[config.mk]
export PLATFORM = sky130hd
export DESIGN_NAME = clkb_top
export DESIGN_NICKNAME = d
export VERILOG_FILES = /design/src/clkb_pkg.sv /design/src/clkb_bank.sv /design/src/clkb_top.sv
export VERILOG_INCLUDE_DIRS = /design/src
export SDC_FILE = /design/constraint.sdc
export NUM_CORES = 1
export LEC_CHECK = 0
export BUFFER_PORTS_ARGS = -buffer_cell sky130_fd_sc_hd__buf_2
export CAP_MARGIN = 20
export CORE_MARGIN = 2
export CORE_UTILIZATION = 28
export CTS_CLUSTER_SIZE = 10
export DETAILED_ROUTE_END_ITERATION = 8
export PLACE_DENSITY = 0.47
export SYNTH_ARGS = -nofsm -noshare
export SYNTH_HDL_FRONTEND = slang
export SYNTH_SLANG_ARGS = --single-unit
[constraint.sdc]
create_clock -name pclk -period 12.3 [get_ports pclk]
set_clock_uncertainty 0.2 [all_clocks]
set_input_delay 1.23 -clock pclk [delete_from_list [all_inputs] [get_ports pclk]]
set_output_delay 1.23 -clock pclk [all_outputs]
set_load 0.005 [all_outputs]
[src/clkb_consts.svh]
// constants and contract of the clock bank control block
// Contract
// [RULE1] each bank is controlled alone; a low off input enables it in any mode (the code disables both banks in test while second off is high)
// [RULE2] off high gives high impedance with mode high, stopped-low with mode low
// [RULE3] stopped-low is reached within six cycles of that bank's output clock
// [RULE4] stopped outputs are forced low only at their own falling edge
// [RULE5] high impedance disable releases the whole bank at once
// [RULE6] mode at middle level enters factory test whatever the off inputs
// [RULE7] each feedback cycle compares phases and flags error beyond the limit
// [RULE8] while locked, four consecutive errored feedback cycles drop lock low
// [RULE9] while unlocked, 32 consecutive clean feedback cycles raise lock; errors restart
// [RULE10] watchdog drops lock when feedback stops after lock was shown
// [RULE11] watchdog time-out counts a divided reference clock, not feedback
// [RULE12] the outside keeps the reference toggling whenever lock is relied on
// [RULE13] in test mode the reference level replaces the pll clock
// [RULE14] in test mode the feedback input is forced low inside
// [RULE15] in test mode dividers run; pll and bank disables are inactive
// [RULE16] the outside holds the mode input static
// [RULE17] in test, second off high disables all; five reference edges reset state
// [RULE18] the reset state depends on divide, skew and frequency range selections
// [RULE19] outputs stay high impedance and state held until second off falls
// [RULE20] three-level straps are held static by the outside
// [RULE21] off inputs are synchronised before the stop sequence acts
// [RULE22] lock detector restarts unlocked with counters cleared after reset or test
`ifndef CLKB_CONSTS_SVH
`define CLKB_CONSTS_SVH
`define CLKB_OFS_CTRL 8'h00
`define CLKB_OFS_STAT 8'h04
`define CLKB_OFS_LCFG 8'h08
`define CLKB_CTRL_RST 32'h0000_0000
`define CLKB_LCFG_RST 32'h0000_4003
`define CLKB_F_DIV1 3:0
`define CLKB_F_DIV2 7:4
`define CLKB_F_SKW1 11:8
`define CLKB_F_SKW2 15:12
`define CLKB_F_FS 17:16
`define CLKB_F_LIM 3:0
`define CLKB_F_WTO 15:8
`define CLKB_S_LOCK 0
`define CLKB_S_TEST 1
`define CLKB_S_STOP1 2
`define CLKB_S_STOP2 3
`define CLKB_S_HIZ1 4
`define CLKB_S_HIZ2 5
`define CLKB_S_PERR 6
`define CLKB_S_HOLD 7
`define CLKB_PIN_LOW 2'h0
`define CLKB_PIN_MID 2'h1
`define CLKB_PIN_HIGH 2'h2
`define CLKB_LOSS_CNT 3'h4
`define CLKB_GAIN_CNT 6'h20
`define CLKB_TEST_EDGES 3'h5
`define CLKB_REF_DIV 4'h8
`define CLKB_AGE_MAX 8'hff
`define CLKB_STOP_MAX 7'h06
`endif

[src/clkb_pkg.sv]
// types and shared decoding of the clock bank control block
package clkb_pkg;
  typedef enum logic [1:0] {MODE_LOW, MODE_MID, MODE_HIGH} clkb_mode_type;
  typedef enum logic {LK_UNLOCKED, LK_LOCKED} clkb_lock_type;
  typedef enum logic [1:0] {TR_RUN, TR_COUNT, TR_HOLD} clkb_trst_type;

  function automatic logic [3:0] ratio_of(input logic [3:0] code);
    unique case (code)
      4'h0: ratio_of = 4'h1;
      4'h1: ratio_of = 4'h2;
      4'h2: ratio_of = 4'h3;
      4'h3: ratio_of = 4'h4;
      4'h4: ratio_of = 4'h5;
      4'h5: ratio_of = 4'h6;
      4'h6: ratio_of = 4'h8;
      4'h7: ratio_of = 4'ha;
      4'h8: ratio_of = 4'hc;
      default: ratio_of = 4'h1;
    endcase
  endfunction : ratio_of

  function automatic logic [3:0] preset_of(input logic [3:0] ratio,
                                            input logic [3:0] skew,
                                            input logic [1:0] fs);
    logic [4:0] sum;
    sum = 5'(skew) + 5'(fs);
    preset_of = 4'(sum % 5'(ratio));
  endfunction : preset_of
endpackage : clkb_pkg

[src/clkb_bank.sv]
// one output bank: divider, off sync, stop-low and high impedance control
`timescale 1ns/1ps
`default_nettype none
`include "clkb_consts.svh"
module clkb_bank (
  input wire logic clk,
  input wire logic rst_n,
  input wire logic src_level,
  input wire logic src_rise,
  input wire logic off_in,
  input wire logic mode_high,
  input wire logic test_mode,
  input wire logic force_hiz,
  input wire logic hold,
  input wire logic [3:0] ratio,
  input wire logic [3:0] preset,
  output logic q_r,
  output logic oe_n_r,
  output logic stopped_r
);
  logic off_meta_r;
  logic off_sync_r;
  logic [3:0] cnt_r;
  logic div_nxt;
  logic stop_req;
  logic hiz_req;
  logic stopped_nxt;
  logic [6:0] wait_r;

  always_ff @(posedge clk or negedge rst_n) begin
    if (!rst_n) begin
      off_meta_r <= 1'b0;
      off_sync_r <= 1'b0;
    end else begin
      off_meta_r <= off_in; // RULE21
      off_sync_r <= off_meta_r;
    end
  end

  // off input disables act only outside test; in test force_hiz disables a bank even with its off input low
  assign hiz_req = force_hiz | (!test_mode & off_sync_r & mode_high); // RULE2 RULE15
  assign stop_req = !test_mode & off_sync_r & !mode_high; // RULE1 RULE2

  always_ff @(posedge clk or negedge rst_n) begin
    if (!rst_n) begin
      cnt_r <= 4'h0;
    end else if (hold) begin
      cnt_r <= preset; // RULE18
    end else if (src_rise) begin
      cnt_r <= (cnt_r >= 4'(ratio - 4'h1)) ? 4'h0 : 4'(cnt_r + 4'h1);
    end
  end

  always_comb begin
    div_nxt = (ratio == 4'h1) ? src_level : (cnt_r < 4'((5'(ratio) + 5'h1) >> 1));
    stopped_nxt = stop_req & (stopped_r | !div_nxt); // RULE4
  end

  always_ff @(posedge clk or negedge rst_n) begin
    if (!rst_n) begin
      q_r <= 1'b0;
      stopped_r <= 1'b0;
      oe_n_r <= 1'b1;
    end else begin
      stopped_r <= stopped_nxt; // RULE3
      q_r <= stopped_nxt ? 1'b0 : div_nxt;
      oe_n_r <= hiz_req; // RULE5
    end
  end

  always_ff @(posedge clk or negedge rst_n) begin
    if (!rst_n) begin
      wait_r <= 7'h00;
    end else if (!stop_req || stopped_r) begin
      wait_r <= 7'h00;
    end else if (src_rise && wait_r != 7'h7f) begin
      wait_r <= 7'(wait_r + 7'h01);
    end
  end
endmodule : clkb_bank
`default_nettype wire

[src/clkb_top.sv]
// clock bank control top: apb registers, lock detector, test reset, banks
//
// The implementer's own choices: the APB slave port and the address map.
`timescale 1ns/1ps
`default_nettype none
`include "clkb_consts.svh"
module clkb_top (
  input wire logic pclk,
  input wire logic presetn,
  input wire logic psel,
  input wire logic penable,
  input wire logic pwrite,
  input wire logic [7:0] paddr,
  input wire logic [31:0] pwdata,
  output logic pready,
  output logic pslverr,
  output logic [31:0] prdata,
  input wire logic ref_in,
  input wire logic pll_clk_in,
  input wire logic feedback_input,
  input wire logic [1:0] mode_level,
  input wire logic [1:0] bank_off_inputs,
  output logic [3:0] first_bank_outputs,
  output logic first_bank_oe_n,
  output logic [5:0] second_bank_outputs,
  output logic second_bank_oe_n,
  output logic lock_out
);
  logic [31:0] ctrl_r;
  logic [31:0] lcfg_r;
  logic [31:0] stat;
  logic [31:0] rd_mux;
  logic acc;
  logic wr_en;
  logic hit;
  clkb_pkg::clkb_mode_type mode;
  logic test_mode;
  logic mode_high;
  logic second_off;
  logic src_level;
  logic src_prev_r;
  logic src_rise;
  logic ref_prev_r;
  logic ref_rise;
  logic fb_eff;
  logic fb_prev_r;
  logic fb_rise;
  logic [7:0] ref_age_r;
  logic perr_now;
  logic perr_r;
  clkb_pkg::clkb_lock_type lock_st_r;
  logic [2:0] err_cnt_r;
  logic [5:0] ok_cnt_r;
  logic [3:0] ref_div_r;
  logic wd_tick;
  logic [7:0] wd_cnt_r;
  logic wd_exp;
  clkb_pkg::clkb_trst_type trs_r;
  logic [2:0] edge_cnt_r;
  logic all_hiz;
  logic fsm_hold;
  logic [3:0] ratio1;
  logic [3:0] ratio2;
  logic [3:0] preset1;
  logic [3:0] preset2;
  logic q1;
  logic q2;
  logic oe1_n;
  logic oe2_n;
  logic stop1;
  logic stop2;

  // apb slave, one wait state
  assign acc = psel & penable & !pready;
  assign wr_en = psel & penable & pready & pwrite;
  assign hit = (paddr == `CLKB_OFS_CTRL) || (paddr == `CLKB_OFS_STAT) ||
               (paddr == `CLKB_OFS_LCFG);

  always_comb begin
    stat = 32'h0000_0000;
    stat[`CLKB_S_LOCK] = lock_out;
    stat[`CLKB_S_TEST] = test_mode;
    stat[`CLKB_S_STOP1] = stop1;
    stat[`CLKB_S_STOP2] = stop2;
    stat[`CLKB_S_HIZ1] = oe1_n;
    stat[`CLKB_S_HIZ2] = oe2_n;
    stat[`CLKB_S_PERR] = perr_r;
    stat[`CLKB_S_HOLD] = fsm_hold;
    unique case (paddr)
      `CLKB_OFS_CTRL: rd_mux = ctrl_r;
      `CLKB_OFS_STAT: rd_mux = stat;
      `CLKB_OFS_LCFG: rd_mux = lcfg_r;
      default: rd_mux = 32'h0000_0000;
    endcase
  end

  always_ff @(posedge pclk or negedge presetn) begin
    if (!presetn) begin
      pready <= 1'b0;
      pslverr <= 1'b0;
      prdata <= 32'h0000_0000;
    end else begin
      pready <= acc;
      pslverr <= acc & !hit;
      prdata <= (acc && !pwrite) ? rd_mux : 32'h0000_0000;
    end
  end

  always_ff @(posedge pclk or negedge presetn) begin
    if (!presetn) begin
      ctrl_r <= `CLKB_CTRL_RST;
      lcfg_r <= `CLKB_LCFG_RST;
    end else if (wr_en) begin
      if (paddr == `CLKB_OFS_CTRL) begin
        ctrl_r <= pwdata;
      end
      if (paddr == `CLKB_OFS_LCFG) begin
        lcfg_r <= pwdata;
      end
    end
  end

  // mode strap decode; an undefined code counts as middle
  always_comb begin
    unique case (mode_level)
      `CLKB_PIN_LOW: mode = clkb_pkg::MODE_LOW;
      `CLKB_PIN_HIGH: mode = clkb_pkg::MODE_HIGH;
      default: mode = clkb_pkg::MODE_MID;
    endcase
  end
  assign test_mode = (mode == clkb_pkg::MODE_MID); // RULE6 RULE16 RULE20
  assign mode_high = (mode == clkb_pkg::MODE_HIGH);
  assign second_off = bank_off_inputs[1];

  // pll bypass and feedback tie-off in test
  assign src_level = test_mode ? ref_in : pll_clk_in; // RULE13
  assign fb_eff = test_mode ? 1'b0 : feedback_input; // RULE14
  assign src_rise = src_level & !src_prev_r;
  assign ref_rise = ref_in & !ref_prev_r;
  assign fb_rise = fb_eff & !fb_prev_r;

  always_ff @(posedge pclk or negedge presetn) begin
    if (!presetn) begin
      src_prev_r <= 1'b0;
      ref_prev_r <= 1'b0;
      fb_prev_r <= 1'b0;
    end else begin
      src_prev_r <= src_level;
      ref_prev_r <= ref_in;
      fb_prev_r <= fb_eff;
    end
  end

  // phase comparison: age of last reference edge at each feedback edge
  always_ff @(posedge pclk or negedge presetn) begin
    if (!presetn) begin
      ref_age_r <= `CLKB_AGE_MAX;
    end else if (ref_rise) begin
      ref_age_r <= 8'h00;
    end else if (ref_age_r != `CLKB_AGE_MAX) begin
      ref_age_r <= 8'(ref_age_r + 8'h01);
    end
  end
  assign perr_now = ref_age_r > 8'(lcfg_r[`CLKB_F_LIM]); // RULE7

  always_ff @(posedge pclk or negedge presetn) begin
    if (!presetn) begin
      perr_r <= 1'b0;
    end else if (fb_rise) begin
      perr_r <= perr_now; // RULE7
    end
  end

  // watchdog timebase from the divided reference
  always_ff @(posedge pclk or negedge presetn) begin
    if (!presetn) begin
      ref_div_r <= 4'h0;
    end else if (ref_rise) begin
      ref_div_r <= (ref_div_r == 4'(`CLKB_REF_DIV - 4'h1)) ? 4'h0 : 4'(ref_div_r + 4'h1);
    end
  end
  assign wd_tick = ref_rise && (ref_div_r == 4'(`CLKB_REF_DIV - 4'h1)); // RULE11 RULE12

  always_ff @(posedge pclk or negedge presetn) begin
    if (!presetn) begin
      wd_cnt_r <= 8'h00;
    end else if (fb_rise || lock_st_r == clkb_pkg::LK_UNLOCKED) begin
      wd_cnt_r <= 8'h00;
    end else if (wd_tick && wd_cnt_r != 8'hff) begin
      wd_cnt_r <= 8'(wd_cnt_r + 8'h01); // RULE11
    end
  end
  assign wd_exp = (wd_cnt_r >= lcfg_r[`CLKB_F_WTO]); // RULE10

  // lock state machine
  always_ff @(posedge pclk or negedge presetn) begin
    if (!presetn) begin
      lock_st_r <= clkb_pkg::LK_UNLOCKED;
      lock_out <= 1'b0;
      err_cnt_r <= 3'h0;
      ok_cnt_r <= 6'h00;
    end else if (test_mode) begin
      lock_st_r <= clkb_pkg::LK_UNLOCKED; // RULE15 RULE22
      lock_out <= 1'b0;
      err_cnt_r <= 3'h0;
      ok_cnt_r <= 6'h00;
    end else begin
      unique case (lock_st_r)
        clkb_pkg::LK_UNLOCKED: begin
          if (fb_rise) begin
            if (perr_now) begin
              ok_cnt_r <= 6'h00; // RULE9
            end else if (ok_cnt_r == 6'(`CLKB_GAIN_CNT - 6'h01)) begin
              lock_st_r <= clkb_pkg::LK_LOCKED; // RULE9
              lock_out <= 1'b1;
              ok_cnt_r <= 6'h00;
              err_cnt_r <= 3'h0;
            end else begin
              ok_cnt_r <= 6'(ok_cnt_r + 6'h01);
            end
          end
        end
        clkb_pkg::LK_LOCKED: begin
          if (wd_exp) begin
            lock_st_r <= clkb_pkg::LK_UNLOCKED; // RULE10
            lock_out <= 1'b0;
            err_cnt_r <= 3'h0;
          end else if (fb_rise) begin
            if (!perr_now) begin
              err_cnt_r <= 3'h0;
            end else if (err_cnt_r == 3'(`CLKB_LOSS_CNT - 3'h1)) begin
              lock_st_r <= clkb_pkg::LK_UNLOCKED; // RULE8
              lock_out <= 1'b0;
              err_cnt_r <= 3'h0;
            end else begin
              err_cnt_r <= 3'(err_cnt_r + 3'h1);
            end
          end
        end
      endcase
    end
  end

  // test-mode deterministic reset sequence
  always_ff @(posedge pclk or negedge presetn) begin
    if (!presetn) begin
      trs_r <= clkb_pkg::TR_RUN;
      edge_cnt_r <= 3'h0;
    end else if (!test_mode) begin
      trs_r <= clkb_pkg::TR_RUN;
      edge_cnt_r <= 3'h0;
    end else begin
      unique case (trs_r)
        clkb_pkg::TR_RUN: begin
          edge_cnt_r <= 3'h0;
          if (second_off) begin
            trs_r <= clkb_pkg::TR_COUNT; // RULE17
          end
        end
        clkb_pkg::TR_COUNT: begin
          if (!second_off) begin
            trs_r <= clkb_pkg::TR_RUN;
          end else if (ref_rise) begin
            if (edge_cnt_r == 3'(`CLKB_TEST_EDGES - 3'h1)) begin
              trs_r <= clkb_pkg::TR_HOLD; // RULE17
            end else begin
              edge_cnt_r <= 3'(edge_cnt_r + 3'h1);
            end
          end
        end
        clkb_pkg::TR_HOLD: begin
          if (!second_off) begin
            trs_r <= clkb_pkg::TR_RUN; // RULE19
          end
        end
        default: trs_r <= clkb_pkg::TR_RUN;
      endcase
    end
  end
  assign all_hiz = test_mode && (trs_r != clkb_pkg::TR_RUN); // RULE17 RULE19
  assign fsm_hold = test_mode && (trs_r == clkb_pkg::TR_HOLD); // RULE19

  // divide selections and the preset they imply
  assign ratio1 = clkb_pkg::ratio_of(ctrl_r[`CLKB_F_DIV1]);
  assign ratio2 = clkb_pkg::ratio_of(ctrl_r[`CLKB_F_DIV2]);
  assign preset1 = clkb_pkg::preset_of(ratio1, ctrl_r[`CLKB_F_SKW1], ctrl_r[`CLKB_F_FS]); // RULE18
  assign preset2 = clkb_pkg::preset_of(ratio2, ctrl_r[`CLKB_F_SKW2], ctrl_r[`CLKB_F_FS]); // RULE18

  clkb_bank u_bank1 (
    .clk(pclk),
    .rst_n(presetn),
    .src_level(src_level),
    .src_rise(src_rise),
    .off_in(bank_off_inputs[0]),
    .mode_high(mode_high),
    .test_mode(test_mode),
    .force_hiz(all_hiz),
    .hold(fsm_hold),
    .ratio(ratio1),
    .preset(preset1),
    .q_r(q1),
    .oe_n_r(oe1_n),
    .stopped_r(stop1)
  );

  clkb_bank u_bank2 (
    .clk(pclk),
    .rst_n(presetn),
    .src_level(src_level),
    .src_rise(src_rise),
    .off_in(bank_off_inputs[1]),
    .mode_high(mode_high),
    .test_mode(test_mode),
    .force_hiz(all_hiz),
    .hold(fsm_hold),
    .ratio(ratio2),
    .preset(preset2),
    .q_r(q2),
    .oe_n_r(oe2_n),
    .stopped_r(stop2)
  );

  // each bank pin group follows its own bank flops
  assign first_bank_outputs = {4{q1}}; // RULE1
  assign first_bank_oe_n = oe1_n;
  assign second_bank_outputs = {6{q2}}; // RULE1
  assign second_bank_oe_n = oe2_n;
endmodule : clkb_top
`default_nettype wire

Word level (Yosys, flattened, before mapping)
Memories as Yosys holds them, arrays and structs flattened.
Cells that the tools add are included.

storage, ports and cells
  bits of input ports = 52
  memories kept = 2
  output and inout port bits = 47
  memory bits (read-only) = 128
  logic and storage cells = 202
  bits in registers = 156

operators by class
  $add $sub $neg = 14
  eq/ne operators = 30
  reductions and logical operators = 33
  bitwise operators = 21
  multiplexer cells = 64
  div/mod/pow operators = 2
  $lt $le $gt $ge = 6

memory list
  memory            depth  bits a word  rd ports  clocked after Yosys merged registers in  write ports  RTL line       RTL
  (name not given)  16     4            1         0                                        0            clkb_pkg.sv:8  unique case (code)
  (name not given)  16     4            1         0                                        0            clkb_pkg.sv:8

operators by type and width
  cell                                           number
  case mux 32 bit (3 select lines)               1
  2-to-1 mux 3 bit                               12
  2-to-1 mux 32 bit                              1
  2-to-1 mux 8 bit                               4
  2-to-1 mux 6 bit                               5
  2-to-1 mux 4 bit                               7
  2-to-1 mux 1 bit                               22
  inequality test 3 bit, second input constant   7
  adder 8 x 1 -> 8 bit, second input constant    2
  AND 1 bit                                      16
  inequality test 8 bit, second input constant   2
  adder 4 x 1 -> 4 bit, second input constant    3
  2-to-1 mux 2 bit                               6
  case mux 3 bit (2 select lines)                2
  AND reduction 4 bit                            3
  adder 4 x 1 -> 5 bit, second input constant    2
  adder 4 x 2 -> 5 bit                           2
  logical NOT 1 bit                              10
  remainder unit 5 x 4 -> 5 bit                  2
  nonzero test 2 bit                             5
  == test 4 x 1 -> 1 bit, second input constant  2
  == test 8 x 3 -> 1 bit, second input constant  1
  == test 8 x 4 -> 1 bit, second input constant  1
  greater-or-equal comparator 4 bit              2
  29 further kinds                               50

Depth between registers and ports, before layout
  word-level depth = 9
  depth in mapped cells = 33
  depth with buffers taken out = 32

By module
Synthesis repeated with hierarchy kept, for this count alone.

second synthesis, totals
  cells, all modules = 893
  area total of the unflattened synthesis = 9341.5 um^2

modules (own cells, without submodules)
  module     area each (um^2)  sequential area each (um^2)  instances  cells each
  clkb_top   8042.7            3467.1                       1          773
  clkb_bank  649.4             226.5                        2          60

Least setup slack after synthesis
Ideal clock, no wire load.

  path type = register -> register
  start point = register ctrl_r[7]
  end point = register u_bank2.cnt_r[3]
  buffers on the path = 2
  path slack = 5004 ps
  arrival time = 6970 ps
  cell stages (with the launch flop) = 32
  data required time = 11974 ps
  period minus slack after synthesis = 7296 ps
  setup time = 126 ps
  cells stage by stage = dfrtp_1 -> buf_2 -> buf_2 -> nor2_1 -> nor2_1 -> a21oi_1 -> inv_1 -> ha_1 -> o21ai_0 -> and2_1 -> ha_1 -> a21o_1 -> o211ai_1 -> a2bb2oi_1 -> ha_1 -> and4b_4 -> a2111oi_4 -> nor3_2 -> or4_4 -> nand2_1 -> ha_1 -> and4b_1 -> a21oi_1 -> o21ai_0 -> mux2_2 -> ha_1 -> nand2_1 -> o21ai_0 -> a21oi_1 -> a31oi_4 -> mux2_4 -> a221o_1

on the way
  word-level cells in the longest chain between the ends = 6
  elaborated cells on any way between the ends = 7
  classes of those cells = add/sub (1); div (1); order compare (1); mux (3); memory (1)

RTL lines
  element                                                                                RTL line         RTL
  start, declared                                                                        clkb_top.sv:29   logic [31:0] ctrl_r;
  start signal, assigned                                                                 clkb_top.sv:111  ctrl_r <= `CLKB_CTRL_RST;
  start signal, assigned                                                                 clkb_top.sv:115  ctrl_r <= pwdata;
  memory (16 x 4 bit) *                                                                  --
  parallel branches: the longest is 4 deep, another holds remainder unit 5 x 4 -> 5 bit  --
  2-to-1 mux 4 bit *                                                                     clkb_bank.sv:47  end else if (hold) begin
  end signal, assigned                                                                   clkb_bank.sv:48  cnt_r <= preset;
  end signal, assigned                                                                   clkb_bank.sv:50  cnt_r <= (cnt_r >= 4'(ratio - 4'h1)) ? 4'h0 : 4'(cnt_r + 4'h1);
  end, declared                                                                          clkb_bank.sv:23  logic [3:0] cnt_r;

Mark *: on every way between the ends. The select of a mux whose other input is x is not followed.
A chain may end at the register's enable or synchronous reset.

Worst setup path in the final report
  start point = register ctrl_r[4]
  end point = register u_bank2.cnt_r[3]

The elaborated chain is that of the path after synthesis.

==> metrics <==
status=completed; PwrDens=123.3 nW/um^2; Post-route DRC=0; Tcrit/Tclk final=0.6722; CTS Sinks=approximately 160; Synth area leaders=dfrtp_1 39%, ha_1 11%, mux2_2 6.6%, nor2_1 4.1%, dfstp_2 3.7%; Switch Pwr=0.0003825 W; Reg area=3920 sq um; Max clock buf depth=2; Syn Area/Cell=a little over 10 sq um; TritonCTS clock tree=built; Area growth syn-to-layout=16.55%; largest net degree at the start of global routing=94; placed cell areas=10220 sq um; # Max-Cap Violations=0; Clock Pin Slew Worst Setup and Hold Paths=0.07 ns; crit path max-delay cell type=a21oi_1; Buf+Inv Stages, Crit Path=2; Req. time, crit path=~12 ns; Yosys cell types=73; power share of the clock group=0.401; antenna violations before repair=0; vias in the first global route=6939; area of the multi-input gates=4985 sq um; post-CTS resize count=0; ys async rst share=1.000; die area=about 35000 sq um; crit-path leading delay family=compound AO/OA/AOI/OAI gates; reg2reg setup slack=4.03 ns; height of the die=186.0 microns; Clk Latency, worst-skew pair=approximately 0.43 ns; I/O pin cnt=99; measured slew at the worst slew-check pin=approximately 0.90 ns; first-pass GRT wire length=around 38 mm; fmax=~120 MHz; kind of start point of the critical path=register; worst hold stages=0; nets=1146; 1st-pass router iterations=5; Main synth FF type=dfrtp_1; Post-DP HPWL=17.19 mm; Hold Startpoint=u_bank2.off_meta_r; RSZ-0062 raised after global routing=false; Final setup viols=0; setup TNS=0 ns; Root Driver=clkbuf_16; Initial Util=0.2844; most frequent cell after synthesis=dfrtp_1; worst path arrival time=8.38 ns; synthesized flop and latch total=156; vias after detailed routing=about 7000; design area=roughly 11000 sq um; layout cells sized above 1=0.2202; Worst slew margin=0.3986; Comb pwr share=0.157; min cycle time layout=8.268 ns; max-slew violation count=0; routed vias/inst=4.770; crit-path most repeated cell=ha_1; Mapped Area=9276 sq um; Leakage Power=between 5 and 6 nW; most frequent cells after synthesis=143 x dfrtp_1, 101 x nor2_1, 81 x ha_1, 61 x nand2_1; dpl cells=1432; Site Rows=66; setup bufs post-CTS=0; sequential share of the synthesized area=0.4226; RR Endpoint=u_bank2.cnt_r[3]; Max Fanout on Critical Path=8; post-synth top area cell=dfrtp_1; IO buf count=98; number of fill cells=3411; Core Region=32620 sq um; net count after synthesis=1059; Final Wtd Congestion=0.8316; clock buffer count from CTS=17; remaining global-route overflow=0; Diodes inserted=0; Die X=186.0 microns; Syn Inst Count=922; Total Wirelength=around 23 mm; cts hold-fix bufs=0; R2R Path Start=ctrl_r[4]; Setup CP Type=register to register; Seq pwr share=0.442; Peak VDD IR=0.00008079 V; switch share=0.2870; top cell type's share of synthesized area=0.3858; H-tree depth=4; total number of yosys warnings=0; Hold Crit Endpoint=u_bank2.off_sync_r; final hold vios=0; Post-synth EDFFs=0; crit end category=register; Critical Path Max Stage Delay=0.59 ns; Hold Crit Class=register to register; first-iteration detailed-routing DRC count=between 300 and 400; Tot GR Track Use=0.1411; internal cell power=0.0009501 W; FF-to-FF path depth=30; Routed Antenna Nets=0; Hold WS=0.1424 ns; DR WL/cell=15.86 microns; non-filler instance count after layout=about 1500
-- per-layer routing --
layer,global-route usage,vias to the layer above,routed length (microns)
met5,0,-,0
met4,0.03370,0,214
met3,0.02544,14,743
met2,0.2210,66,10890
met1,0.2012,3461,11370
li1,-,3443,-
-- cells by family after synthesis --
group,synth area share
flip-flops,0.4226
multiplexers,0.09684
adder cells (fa/ha/maj),0.1179
buffers and inverters,0.04262
AND/OR/NAND/NOR,0.1338
XOR/XNOR,0.03305
AO/OA/AOI/OAI,0.1532
-- final cells by class --
cell class,instances,share of cell area
Multi-Input combinational cell,673,0.4611
Sequential cell,156,0.3626
Timing Repair Buffer,107,0.05219
Tap cell,442,0.05115
Clock buffer,18,0.03969
Inverter,54,0.01875
Clock inverter,14,0.01458
-- how the worst max path moves through the flow --
stage / startpoint / end / slack (ns) / cells after the start
after detailed placement: ctrl_r[4] / u_bank2.cnt_r[3] / 4.05 / 30
final: ctrl_r[4] / u_bank2.cnt_r[3] / 4.03 / 30
after floorplan: ctrl_r[7] / u_bank2.cnt_r[3] / 5.00 / 31
after global placement: ctrl_r[4] / u_bank2.cnt_r[3] / 4.32 / 30
after global routing: ctrl_r[4] / u_bank2.cnt_r[3] / 3.54 / 30
after CTS: ctrl_r[4] / u_bank2.cnt_r[3] / 4.02 / 30
-- through the flow --
| stage | setup slack (ns) | utilization | power [W] |
|---|---|---|---|
| after floorplan | 5.004 | - | 0.0007467 |
| after global placement | 4.315 | 0.3135 | 0.0008059 |
| after detailed placement | 4.053 | 0.3135 | 0.0008105 |
| after CTS | 4.016 | 0.3315 | 0.001356 |
| after global routing | 3.538 | 0.3315 | 0.001409 |
| final | 4.032 | 0.3315 | 0.001333 |
-- worst register-to-register path, delay by kind of cell (launching register included) --
| kind | cells | cell delay (ns) |
|---|---|---|
| flip-flops | 1 | 0.43 |
| buffers and inverters | 2 | 0.41 |
| multiplexers | 2 | 0.68 |
| AO/OA/AOI/OAI | 13 | 3.09 |
| adder cells (fa/ha/maj) | 6 | 1.89 |
| AND/OR/NAND/NOR | 7 | 1.46 |
-- flip-flops by register name, indices dropped and copies added (netlist names), 2 cells and up --
signal	flops
ctrl_r	32
lcfg_r	32
prdata	32
ref_age_r	8
wd_cnt_r	8
ok_cnt_r	6
ref_div_r	4
u_bank1.cnt_r	4
u_bank2.cnt_r	4
edge_cnt_r	3
err_cnt_r	3
trs_r	2
-- layout by cell type (no fill, tap or decap), types with 4 or more instances in the layout --
| cell | instances |
|---|---|
| o21a_1 | 14 |
| a31oi_1 | 9 |
| a21oi_1 | 39 |
| a21o_1 | 14 |
| nand3_1 | 13 |
| o21ai_0 | 54 |
| a211oi_1 | 5 |
| nor2b_1 | 11 |
| mux2_2 | 54 |
| ha_1 | 81 |
| a211o_1 | 4 |
| clkbuf_16 | 17 |
| or2_2 | 4 |
| nand3b_1 | 5 |
| dfrtp_1 | 143 |
| nor3b_1 | 4 |
| inv_6 | 6 |
| a22oi_1 | 25 |
| nor3_1 | 15 |
| xor2_1 | 16 |
| inv_1 | 54 |
| buf_4 | 9 |
| nand4_1 | 7 |
| nand2b_1 | 15 |
| o22ai_1 | 4 |
| mux2i_1 | 26 |
| buf_2 | 97 |
| o211a_1 | 6 |
| and3_1 | 5 |
| fa_1 | 4 |
| xnor2_1 | 19 |
| dfstp_2 | 13 |
| nor2_1 | 100 |
| nand2_1 | 61 |
-- power groups by stage --
stage / clock, W / combinational [W] / sequential (W)
global placement: 0 / 0.000208 / 0.000598
finish: 0.000534 / 0.000209 / 0.000589
global route: 0.000573 / 0.000240 / 0.000596
floorplan: 0 / 0.000161 / 0.000586
detailed placement: 0 / 0.000213 / 0.000598
CTS: 0.000554 / 0.000213 / 0.000589
Power figures use the tool's default switching activity.
